## config.mk

```make
export PLATFORM = sky130hd
export DESIGN_NAME = sfirq_supply_fault
export DESIGN_NICKNAME = d
export VERILOG_FILES = /design/src/design/sfirq_pkg.sv /design/src/design/sfirq_edge_flags.sv /design/src/design/sfirq_supply_fault.sv
export SDC_FILE = /design/constraint.sdc
export NUM_CORES = 1
export LEC_CHECK = 0
export BUFFER_PORTS_ARGS = -buffer_cell sky130_fd_sc_hd__buf_2
export CAP_MARGIN = 20
export CORE_UTILIZATION = 35
export DETAILED_ROUTE_END_ITERATION = 10
export PLACE_DENSITY = 0.66
export SLEW_MARGIN = 15
export SYNTH_ARGS = -nofsm -noshare
export SYNTH_HDL_FRONTEND = slang
export SYNTH_SLANG_ARGS = --single-unit
```

## constraint.sdc

```tcl
create_clock -name mclk -period 1.6 [get_ports mclk]
set_input_delay 0.08 -clock mclk [delete_from_list [all_inputs] [get_ports mclk]]
set_output_delay 0.08 -clock mclk [all_outputs]
set_load 0.01 [all_outputs]
```

## src/design/sfirq_pkg.sv

```systemverilog
// package: register map, field layout and reset values of the supply fault block
package sfirq_pkg;

   // ****************************************
   // register indices and byte addresses
   // ****************************************
   // printed offsets are not multiples of four: keep index, address = 4*index
   localparam logic [15:0] SFIRQ_IDX_FLAGS_REG = 16'h4013;
   localparam logic [15:0] SFIRQ_IDX_FLAGS_CONV = 16'h4014;
   localparam logic [15:0] SFIRQ_IDX_MASKS_REG = 16'h401B;
   localparam logic [15:0] SFIRQ_IDX_MASKS_CONV = 16'h401C;
   localparam logic [15:0] SFIRQ_IDX_PGSEL_CONV = 16'h408E;
   localparam logic [15:0] SFIRQ_IDX_PGSEL_REG = 16'h408F;
   localparam logic [15:0] SFIRQ_IDX_THRESH = 16'h4090;
   localparam logic [15:0] SFIRQ_IDX_LIVE = 16'h4091;

   // ****************************************
   // field layout
   // ****************************************
   localparam int SFIRQ_NREG = 10;
   localparam int SFIRQ_NCONV = 4;
   localparam int SFIRQ_HC1_BIT = 8;
   localparam int SFIRQ_HC2_BIT = 9;
   localparam int SFIRQ_THR_W = 4;
   localparam int SFIRQ_THR1_LSB = 0;
   localparam int SFIRQ_THR2_LSB = 8;
   localparam int SFIRQ_LIVE_CONV_LSB = 12;

   // ****************************************
   // reset values
   // ****************************************
   localparam logic [9:0] SFIRQ_RST_MASK_REG = 10'h3FF;
   localparam logic [3:0] SFIRQ_RST_MASK_CONV = 4'hF;
   localparam logic [1:0] SFIRQ_RST_MASK_HC = 2'h3;
   localparam logic [3:0] SFIRQ_RST_PGSEL_CONV = 4'h7;
   localparam logic [9:0] SFIRQ_RST_PGSEL_REG = 10'h3FF;
   localparam logic [3:0] SFIRQ_RST_THR = 4'h0;

   // raw supply conditions travel together
   typedef struct packed {
      logic [SFIRQ_NREG-1:0] regUv;
      logic [SFIRQ_NCONV-1:0] convUv;
      logic [1:0] convHc;
   } sfirq_cond_t;

   // per-supply good-select bits
   typedef struct packed {
      logic [SFIRQ_NREG-1:0] reg_;
      logic [SFIRQ_NCONV-1:0] conv;
   } sfirq_sel_t;

endpackage

```

## src/design/sfirq_edge_flags.sv

```systemverilog
// sticky rising-edge flag bank with write-one-to-clear
`timescale 1ns/1ps
module sfirq_edge_flags #(
   parameter int WIDTH = 4
) (
   input wire logic mclk, // register clock
   input wire logic rst, // synchronous reset, active high
   input wire logic [WIDTH-1:0] cond, // synchronised condition levels
   input wire logic [WIDTH-1:0] clrOnes, // write-one-to-clear strobe bits
   output logic [WIDTH-1:0] flags // sticky flags
);

   // refuse an empty bank while elaborating, before any logic is built
   if (WIDTH < 1) begin : gBadWidth
      $error("sfirq_edge_flags: WIDTH must be at least 1");
   end

   logic [WIDTH-1:0] condPrev_q;
   logic [WIDTH-1:0] flags_q;
   logic [WIDTH-1:0] rise;

   // remember last level so only a rising edge sets a flag
   always_ff @(posedge mclk) begin
      if (rst) begin
         condPrev_q <= '0;
      end else begin
         condPrev_q <= cond;
      end
   end

   assign rise = cond & ~condPrev_q;

   // set wins over a clear in the same cycle so no event is lost
   always_ff @(posedge mclk) begin
      if (rst) begin
         flags_q <= '0;
      end else begin
         flags_q <= (flags_q & ~clrOnes) | rise;
      end
   end

   assign flags = flags_q;
endmodule

```

## src/design/sfirq_supply_fault.sv

```systemverilog
// supply fault interrupt and power-good aggregation with an APB slave
//
// Contract
// - separate undervoltage flag per supply
// - unmasked undervoltage flag raises undervoltage irq
// - overcurrent flags only for converters one, two
// - unmasked overcurrent flag raises overcurrent irq
// - programmable current threshold field for converters one, two
// - overcurrent detection only flags, alters nothing
// - rising edge sets; write one clears
// - per-flag mask, one blocks, resets one
// - masked flag still records its event
// - regulator flags/masks in bits 9:0
// - converter bits 3:0, overcurrent 9, 8
// - power-good only on pin configured for it
// - per-supply select includes supply in power-good
// - power-good only while selected supplies good
// - any selected undervoltage drops power-good
// - shut-down supply presents no fault to power-good; its undervoltage flag still sets
// - select resets: conv1-3, regs one; conv4 zero
`timescale 1ns/1ps
module sfirq_supply_fault
   import sfirq_pkg::*;
#(
   parameter int NREG = SFIRQ_NREG,
   parameter int NCONV = SFIRQ_NCONV
) (
   input wire logic mclk, // register clock, 200 MHz
   input wire logic rst, // synchronous reset, active high
   input wire logic psel, // apb select
   input wire logic penable, // apb access phase
   input wire logic pwrite, // apb write
   input wire logic [19:0] paddr, // apb byte address
   input wire logic [31:0] pwdata, // apb write data
   output logic [31:0] prdata, // apb read data
   output logic pready, // apb ready
   output logic pslverr, // apb error, unmapped address
   input wire logic [NREG-1:0] regUvRaw, // regulator undervoltage, async
   input wire logic [NCONV-1:0] convUvRaw, // converter undervoltage, async
   input wire logic [1:0] convHcRaw, // conv1/2 over threshold, async
   input wire logic [NREG-1:0] regOff, // regulator shut down, async
   input wire logic [NCONV-1:0] convOff, // converter shut down, async
   input wire logic pinIsGood, // pin set to power-good function
   output logic primaryUndervoltageIrq, // to top interrupt logic
   output logic primaryOvercurrentIrq, // to top interrupt logic
   output logic [SFIRQ_THR_W-1:0] conv1CurrentThreshold, // to comparator
   output logic [SFIRQ_THR_W-1:0] conv2CurrentThreshold, // to comparator
   output logic suppliesGoodOutput, // aggregated power-good on pin
   output logic suppliesGoodOe // pin driven while function selected
);

   // ****************************************
   // elaboration checks
   // ****************************************
   if (NREG != SFIRQ_NREG || NCONV != SFIRQ_NCONV) begin : gBadCount
      $error("sfirq_supply_fault: register layout fixes supply counts");
   end

   // ****************************************
   // input synchronisers
   // ****************************************
   localparam int NSYN = NREG + NCONV + 2 + NREG + NCONV + 1;
   logic [NSYN-1:0] syncA_q;
   logic [NSYN-1:0] syncB_q;
   sfirq_cond_t cond;
   logic [NREG-1:0] regOffS;
   logic [NCONV-1:0] convOffS;
   logic pinIsGoodS;

   // two stages before any logic looks at a pin
   always_ff @(posedge mclk) begin
      if (rst) begin
         syncA_q <= '0;
         syncB_q <= '0;
      end else begin
         syncA_q <= {pinIsGood, convOff, regOff, convHcRaw, convUvRaw,
                     regUvRaw};
         syncB_q <= syncA_q;
      end
   end

   assign cond.regUv = syncB_q[NREG-1:0];
   assign cond.convUv = syncB_q[NREG+NCONV-1:NREG];
   assign cond.convHc = syncB_q[NREG+NCONV+1:NREG+NCONV];
   assign regOffS = syncB_q[2*NREG+NCONV+1:NREG+NCONV+2];
   assign convOffS = syncB_q[2*NREG+2*NCONV+1:2*NREG+NCONV+2];
   assign pinIsGoodS = syncB_q[NSYN-1];

   // ****************************************
   // apb decode
   // ****************************************
   logic wrEn;
   logic rdEn;
   logic [17:0] widx;
   logic hit;

   function automatic logic idxIs(input logic [17:0] i,
                                  input logic [15:0] r);
      idxIs = (i == {2'b00, r});
   endfunction

   assign widx = paddr[19:2];
   assign hit = idxIs(widx, SFIRQ_IDX_FLAGS_REG)
              | idxIs(widx, SFIRQ_IDX_FLAGS_CONV)
              | idxIs(widx, SFIRQ_IDX_MASKS_REG)
              | idxIs(widx, SFIRQ_IDX_MASKS_CONV)
              | idxIs(widx, SFIRQ_IDX_PGSEL_CONV)
              | idxIs(widx, SFIRQ_IDX_PGSEL_REG)
              | idxIs(widx, SFIRQ_IDX_THRESH)
              | idxIs(widx, SFIRQ_IDX_LIVE);
   // access phase acts only while pready is low, so one strobe per transfer
   assign wrEn = psel & penable & ~pready & pwrite & hit;
   assign rdEn = psel & penable & ~pready & ~pwrite;

   // ****************************************
   // sticky flags
   // ****************************************
   logic [NREG-1:0] clrReg;
   logic [NCONV+2-1:0] clrConv;
   logic [NREG-1:0] regFlags;
   logic [NCONV+2-1:0] convFlags; // {hc2, hc1, uv[3:0]}

   assign clrReg = (wrEn && idxIs(widx, SFIRQ_IDX_FLAGS_REG))
                 ? pwdata[NREG-1:0] : '0;
   assign clrConv = (wrEn && idxIs(widx, SFIRQ_IDX_FLAGS_CONV))
                  ? {pwdata[SFIRQ_HC2_BIT], pwdata[SFIRQ_HC1_BIT],
                     pwdata[NCONV-1:0]} : '0;

   // one flag per regulator
   sfirq_edge_flags #(.WIDTH(NREG)) regFlagBank (
      .mclk(mclk),
      .rst(rst),
      .cond(cond.regUv),
      .clrOnes(clrReg),
      .flags(regFlags)
   );

   // converters plus the two overcurrent monitors
   sfirq_edge_flags #(.WIDTH(NCONV+2)) convFlagBank (
      .mclk(mclk),
      .rst(rst),
      .cond({cond.convHc, cond.convUv}),
      .clrOnes(clrConv),
      .flags(convFlags)
   );

   // ****************************************
   // control registers
   // ****************************************
   logic [NREG-1:0] regMask_q;
   logic [NCONV-1:0] convMask_q;
   logic [1:0] hcMask_q;
   sfirq_sel_t goodSel_q;
   logic [SFIRQ_THR_W-1:0] thr1_q;
   logic [SFIRQ_THR_W-1:0] thr2_q;

   // masks come up blocking every flag
   always_ff @(posedge mclk) begin
      if (rst) begin
         regMask_q <= SFIRQ_RST_MASK_REG;
         convMask_q <= SFIRQ_RST_MASK_CONV;
         hcMask_q <= SFIRQ_RST_MASK_HC;
      end else begin
         if (wrEn && idxIs(widx, SFIRQ_IDX_MASKS_REG)) begin
            regMask_q <= pwdata[NREG-1:0];
         end
         if (wrEn && idxIs(widx, SFIRQ_IDX_MASKS_CONV)) begin
            convMask_q <= pwdata[NCONV-1:0];
            hcMask_q <= {pwdata[SFIRQ_HC2_BIT], pwdata[SFIRQ_HC1_BIT]};
         end
      end
   end

   // power-good selects; converter four left out by default
   always_ff @(posedge mclk) begin
      if (rst) begin
         goodSel_q.conv <= SFIRQ_RST_PGSEL_CONV;
         goodSel_q.reg_ <= SFIRQ_RST_PGSEL_REG;
      end else begin
         if (wrEn && idxIs(widx, SFIRQ_IDX_PGSEL_CONV)) begin
            goodSel_q.conv <= pwdata[NCONV-1:0];
         end
         if (wrEn && idxIs(widx, SFIRQ_IDX_PGSEL_REG)) begin
            goodSel_q.reg_ <= pwdata[NREG-1:0];
         end
      end
   end

   // thresholds only steer the comparators, never the converter itself
   always_ff @(posedge mclk) begin
      if (rst) begin
         thr1_q <= SFIRQ_RST_THR;
         thr2_q <= SFIRQ_RST_THR;
      end else if (wrEn && idxIs(widx, SFIRQ_IDX_THRESH)) begin
         thr1_q <= pwdata[SFIRQ_THR1_LSB +: SFIRQ_THR_W];
         thr2_q <= pwdata[SFIRQ_THR2_LSB +: SFIRQ_THR_W];
      end
   end

   assign conv1CurrentThreshold = thr1_q;
   assign conv2CurrentThreshold = thr2_q;

   // ****************************************
   // primary interrupts
   // ****************************************
   logic uvIrq_q;
   logic hcIrq_q;

   // masking gates only the path onward; flags keep recording
   always_ff @(posedge mclk) begin
      if (rst) begin
         uvIrq_q <= 1'b0;
         hcIrq_q <= 1'b0;
      end else begin
         uvIrq_q <= |(regFlags & ~regMask_q)
                  | |(convFlags[NCONV-1:0] & ~convMask_q);
         hcIrq_q <= |(convFlags[NCONV+1:NCONV] & ~hcMask_q);
      end
   end

   assign primaryUndervoltageIrq = uvIrq_q;
   assign primaryOvercurrentIrq = hcIrq_q;

   // ****************************************
   // power good
   // ****************************************
   logic [NREG-1:0] regBad;
   logic [NCONV-1:0] convBad;
   logic good_q;
   logic goodOe_q;

   // a supply switched off no longer counts as a fault
   assign regBad = cond.regUv & ~regOffS & goodSel_q.reg_;
   assign convBad = cond.convUv & ~convOffS & goodSel_q.conv;

   // empty selection gives no bad term, so the output reads good while the pin is configured;
   // overcurrent never enters here, it is monitoring only
   always_ff @(posedge mclk) begin
      if (rst) begin
         good_q <= 1'b0;
         goodOe_q <= 1'b0;
      end else begin
         good_q <= pinIsGoodS & ~(|regBad) & ~(|convBad);
         goodOe_q <= pinIsGoodS;
      end
   end

   assign suppliesGoodOutput = good_q;
   assign suppliesGoodOe = goodOe_q;

   // ****************************************
   // apb read and answer
   // ****************************************
   logic [31:0] rdMux;
   logic [31:0] prdata_q;
   logic pready_q;
   logic pslverr_q;

   // read mux; unused bits read as zero
   always_comb begin
      rdMux = 32'h0000_0000;
      if (idxIs(widx, SFIRQ_IDX_FLAGS_REG)) begin
         rdMux[NREG-1:0] = regFlags;
      end else if (idxIs(widx, SFIRQ_IDX_FLAGS_CONV)) begin
         rdMux[NCONV-1:0] = convFlags[NCONV-1:0];
         rdMux[SFIRQ_HC1_BIT] = convFlags[NCONV];
         rdMux[SFIRQ_HC2_BIT] = convFlags[NCONV+1];
      end else if (idxIs(widx, SFIRQ_IDX_MASKS_REG)) begin
         rdMux[NREG-1:0] = regMask_q;
      end else if (idxIs(widx, SFIRQ_IDX_MASKS_CONV)) begin
         rdMux[NCONV-1:0] = convMask_q;
         rdMux[SFIRQ_HC1_BIT] = hcMask_q[0];
         rdMux[SFIRQ_HC2_BIT] = hcMask_q[1];
      end else if (idxIs(widx, SFIRQ_IDX_PGSEL_CONV)) begin
         rdMux[NCONV-1:0] = goodSel_q.conv;
      end else if (idxIs(widx, SFIRQ_IDX_PGSEL_REG)) begin
         rdMux[NREG-1:0] = goodSel_q.reg_;
      end else if (idxIs(widx, SFIRQ_IDX_THRESH)) begin
         rdMux[SFIRQ_THR1_LSB +: SFIRQ_THR_W] = thr1_q;
         rdMux[SFIRQ_THR2_LSB +: SFIRQ_THR_W] = thr2_q;
      end else if (idxIs(widx, SFIRQ_IDX_LIVE)) begin
         rdMux[NREG-1:0] = cond.regUv;
         rdMux[SFIRQ_LIVE_CONV_LSB +: NCONV] = cond.convUv;
      end
   end

   // one wait state: pready rises the cycle after the access phase opens
   always_ff @(posedge mclk) begin
      if (rst) begin
         pready_q <= 1'b0;
         pslverr_q <= 1'b0;
         prdata_q <= 32'h0000_0000;
      end else begin
         pready_q <= psel & penable & ~pready_q;
         pslverr_q <= psel & penable & ~pready_q & ~hit;
         if (rdEn) begin
            prdata_q <= hit ? rdMux : 32'h0000_0000;
         end
      end
   end

   assign pready = pready_q;
   assign pslverr = pslverr_q;
   assign prdata = prdata_q;
endmodule

```

==> impl_metrics.env <==
export IMPL_status="completed"
export IMPL_drt_iter0_drc=412
export IMPL_r2r_end="regMask_q[2]$_SDFFE_PP1P_"
export IMPL_clock_latency_ns=0.42
export IMPL_synth_edf_count=0
export IMPL_rr_worst_depth=7
export IMPL_crit_arrival_ns=1.94
export IMPL_synth_top_cell_by_area="dfxtp_1"
export IMPL_diodes=0
export IMPL_path_cells="nand3b_4 > or2_4 > nor4_4 > buf_6 > clkbuf_16 > nand2_1 > o211ai_1"
export IMPL_hold_path_startpoint="psel"
export IMPL_first_global_vias=4583
export IMPL_hp_class="in -> reg"
export IMPL_ys_top_cells_by_area="dfxtp_1 52%, nor2b_1 8.5%, mux2i_1 3.7%, nand2_1 3.6%, a21oi_1 2.7%"
export IMPL_startpoint_type="flop"
export IMPL_cts_setup_buffers=0
export IMPL_start_util=0.360
export IMPL_grt_pass1_wl_um=24700
export IMPL_antenna_found_initial=0
export IMPL_crit_path_end_kind="flop"
export IMPL_cts_sinks=154
export IMPL_port_buffers=95
export IMPL_worstPathRequired_ns=1.94
export IMPL_finalHoldViolations=0
export IMPL_grt_ovfl_total=0
export IMPL_dp_cells=956
export IMPL_ant_nets=0
export IMPL_die_h_um=133
export IMPL_clock_fmax_mhz=625
export IMPL_route_detailed_drc=0
export IMPL_power_density_nw_per_um2=1080
export IMPL_critPathKind="reg -> reg"
export IMPL_ctsLongestPathBuffers=2
export IMPL_globalplace_congestion=0.901
export IMPL_grt_max_degree=76
export IMPL_avgViaCountPerCell=4.84
export IMPL_die_w_um=133
export IMPL_p_leak_nw=3.37
export IMPL_ys_warn_count=0
export IMPL_r2r_start="pready$_SDFF_PP0_"
export IMPL_holdPathStages=4
export IMPL_fin_worst_skew_ns=0.00700
export IMPL_maxSlewViolCount=0
export IMPL_pin_count=134
export IMPL_crit_path_top_delay_cell="dfxtp_2"
export IMPL_syn_inst=623
export IMPL_instances_no_fill=1032
export IMPL_async_flop_share=0
export IMPL_cpPeakStageDelay_ns=0.32
export IMPL_setup_violations=0
export IMPL_critPathMaxFanout=8
export IMPL_rsz0062_at_grt="yes"
export IMPL_nNetsFinal=887
export IMPL_fill_cells=1563
export IMPL_htree_levels=4
export IMPL_ys_flop_type="dfxtp_1"
export IMPL_synth_top_area_frac=0.515
export IMPL_max_cap_violations=0
export IMPL_hpwl_um=11600
export IMPL_root_buffer="clkbuf_16"
export IMPL_layout_common_cells="153 x dfxtp_1, 94 x buf_2, 81 x nor2b_1"
export IMPL_die_area_um2=17600
export IMPL_peakVddDrop_v=0.000810
export IMPL_final_common_cell="dfxtp_1"
export IMPL_worstMarginPinSlew_ns=0.720
export IMPL_grt_total_usage=0.185
export IMPL_synth_seq_cells=154
export IMPL_firstDrtPassIters=5
export IMPL_fin_crit_ns=1.60
export IMPL_num_vias=4997
export IMPL_drive_gt1_frac=0.249
export IMPL_ys_types=58
export IMPL_hold_end="pready$_SDFF_PP0_"
export IMPL_path_clk_slew_ns=0.07
export IMPL_power_total_w=0.00869
export IMPL_core_area_um2=16600
export IMPL_routedWlPerCell_um=15.5
export IMPL_r2r_slack_ns=0.00004
export IMPL_syn_area_per_cell_um2=9.60
export IMPL_num_rows=47
export IMPL_finalWirelength_um=16000
export IMPL_yosysSeqAreaShare=0.515
export IMPL_synth_cell_area_um2=5980
export IMPL_max_slew_margin=0.520
export IMPL_cts_buffers=17
export IMPL_fin_crit_sh=1.00
export IMPL_area_growth_pct=35.0
export IMPL_cts_tree="done"
registers in the layout (all words and copies together) (netlist names), 6 cells and up:
name                     count
regFlagBank.condPrev_q      10
goodSel_q                   14
convFlagBank.condPrev_q      6
convFlagBank.flags           6
regFlagBank.flags           10
regMask_q                   10
prdata                      16
syncA_q                     31
syncB_q                     31
synthesized netlist by cell type, types with 15 or more instances:
library cell / number
dfxtp_1: 154
nor2b_1: 81
nand2_1: 57
a21oi_1: 32
inv_1: 29
o21ai_0: 28
mux2i_1: 22
clkbuf_1: 21
o211ai_1: 21
nand2b_1: 20
nor2_1: 20
buf_4: 16
o22ai_1: 15
logic make-up after synthesis:
family | after synthesis | share of synthesized area
buf+inv | 78 | 0.0629
mux | 23 | 0.0387
flops | 154 | 0.515
simple gates | 230 | 0.233
compound gates | 137 | 0.150
other cells | 1 | 0.000627
worst max-delay path: cells and delay by family (launching register included):
kind,cells,cell delay [ns]
AND/OR/NAND/NOR,4,0.75
flip-flops,1,0.32
buffers and inverters,2,0.32
AO/OA/AOI/OAI,1,0.11
worst max path at each step:
stage	from	end	slack, ns	cells after the start
2_1_floorplan	pready$_SDFF_PP0_	convMask_q[1]$_SDFFE_PP1P_	-0.12	6
3_3_place_gp	paddr[15]	goodSel_q[3]$_SDFFE_PP0P_	-0.11	8
3_5_place_dp	paddr[15]	goodSel_q[3]$_SDFFE_PP0P_	-0.14	8
4_1_cts	pready$_SDFF_PP0_	regMask_q[8]$_SDFFE_PP1P_	0.04	7
5_1_grt	pready$_SDFF_PP0_	conv1CurrentThreshold[1]$_SDFFE_PP0P_	-0.03	6
6_report	pready$_SDFF_PP0_	regMask_q[2]$_SDFFE_PP1P_	0.00004	7
routing by layer:
layer / share of wire / GRT usage / vias to the layer above / routed length (um)
met5: 0 / 0 / - / 0
met4: 0.017 / 0.0683 / 0 / 278
met3: 0.060 / 0.0441 / 26 / 957
met2: 0.45 / 0.282 / 189 / 7140
met1: 0.48 / 0.254 / 2294 / 7650
li1: - / - / 2488 / -
final cells by class:
type,instances,area (um2),share of cell area
flip-flops and latches,154,3080,0.382
multi-input cells,406,2600,0.322
repair buffers,190,1390,0.172
clock buffers,18,439,0.0544
well taps,220,275,0.0341
clock inverters,14,174,0.0215
inverters,30,113,0.0139
power breakdown:
group          switching (W)  internal, W  leakage (nW)
Clock                0.00172      0.00241         0.300
Sequential         0.0000535      0.00394          1.26
Combinational       0.000288     0.000280          1.81
Total                0.00206      0.00663          3.37
through the flow:
step	instance area (um2)	utilization	setup WS [ns]	TNS [ns]	hold WS, ns
6_report	8080	0.485	0.0000355	0	0.0460
5_1_grt	8080	0.485	-0.0250	-0.166	0.0426
4_1_cts	8020	0.482	0.0415	0	0.0244
3_5_place_dp	6980	0.419	-0.143	-4.48	0.292
3_3_place_gp	6980	0.419	-0.114	-2.60	0.290
2_1_floorplan	6040	-	-0.122	-2.28	0.200
what timing repair did:
| item | CTS | global route |
|---|---|---|
| hold endpoints to repair | 58 | 0 |
| pin swaps | 1 | 3 |
| cloned | 0 | 1 |
| resized for setup | 1 | 10 |
| setup endpoints to repair | 27 | 26 |
| hold buffers | 43 | 0 |
No activity file was read; power rests on OpenSTA's default activity.
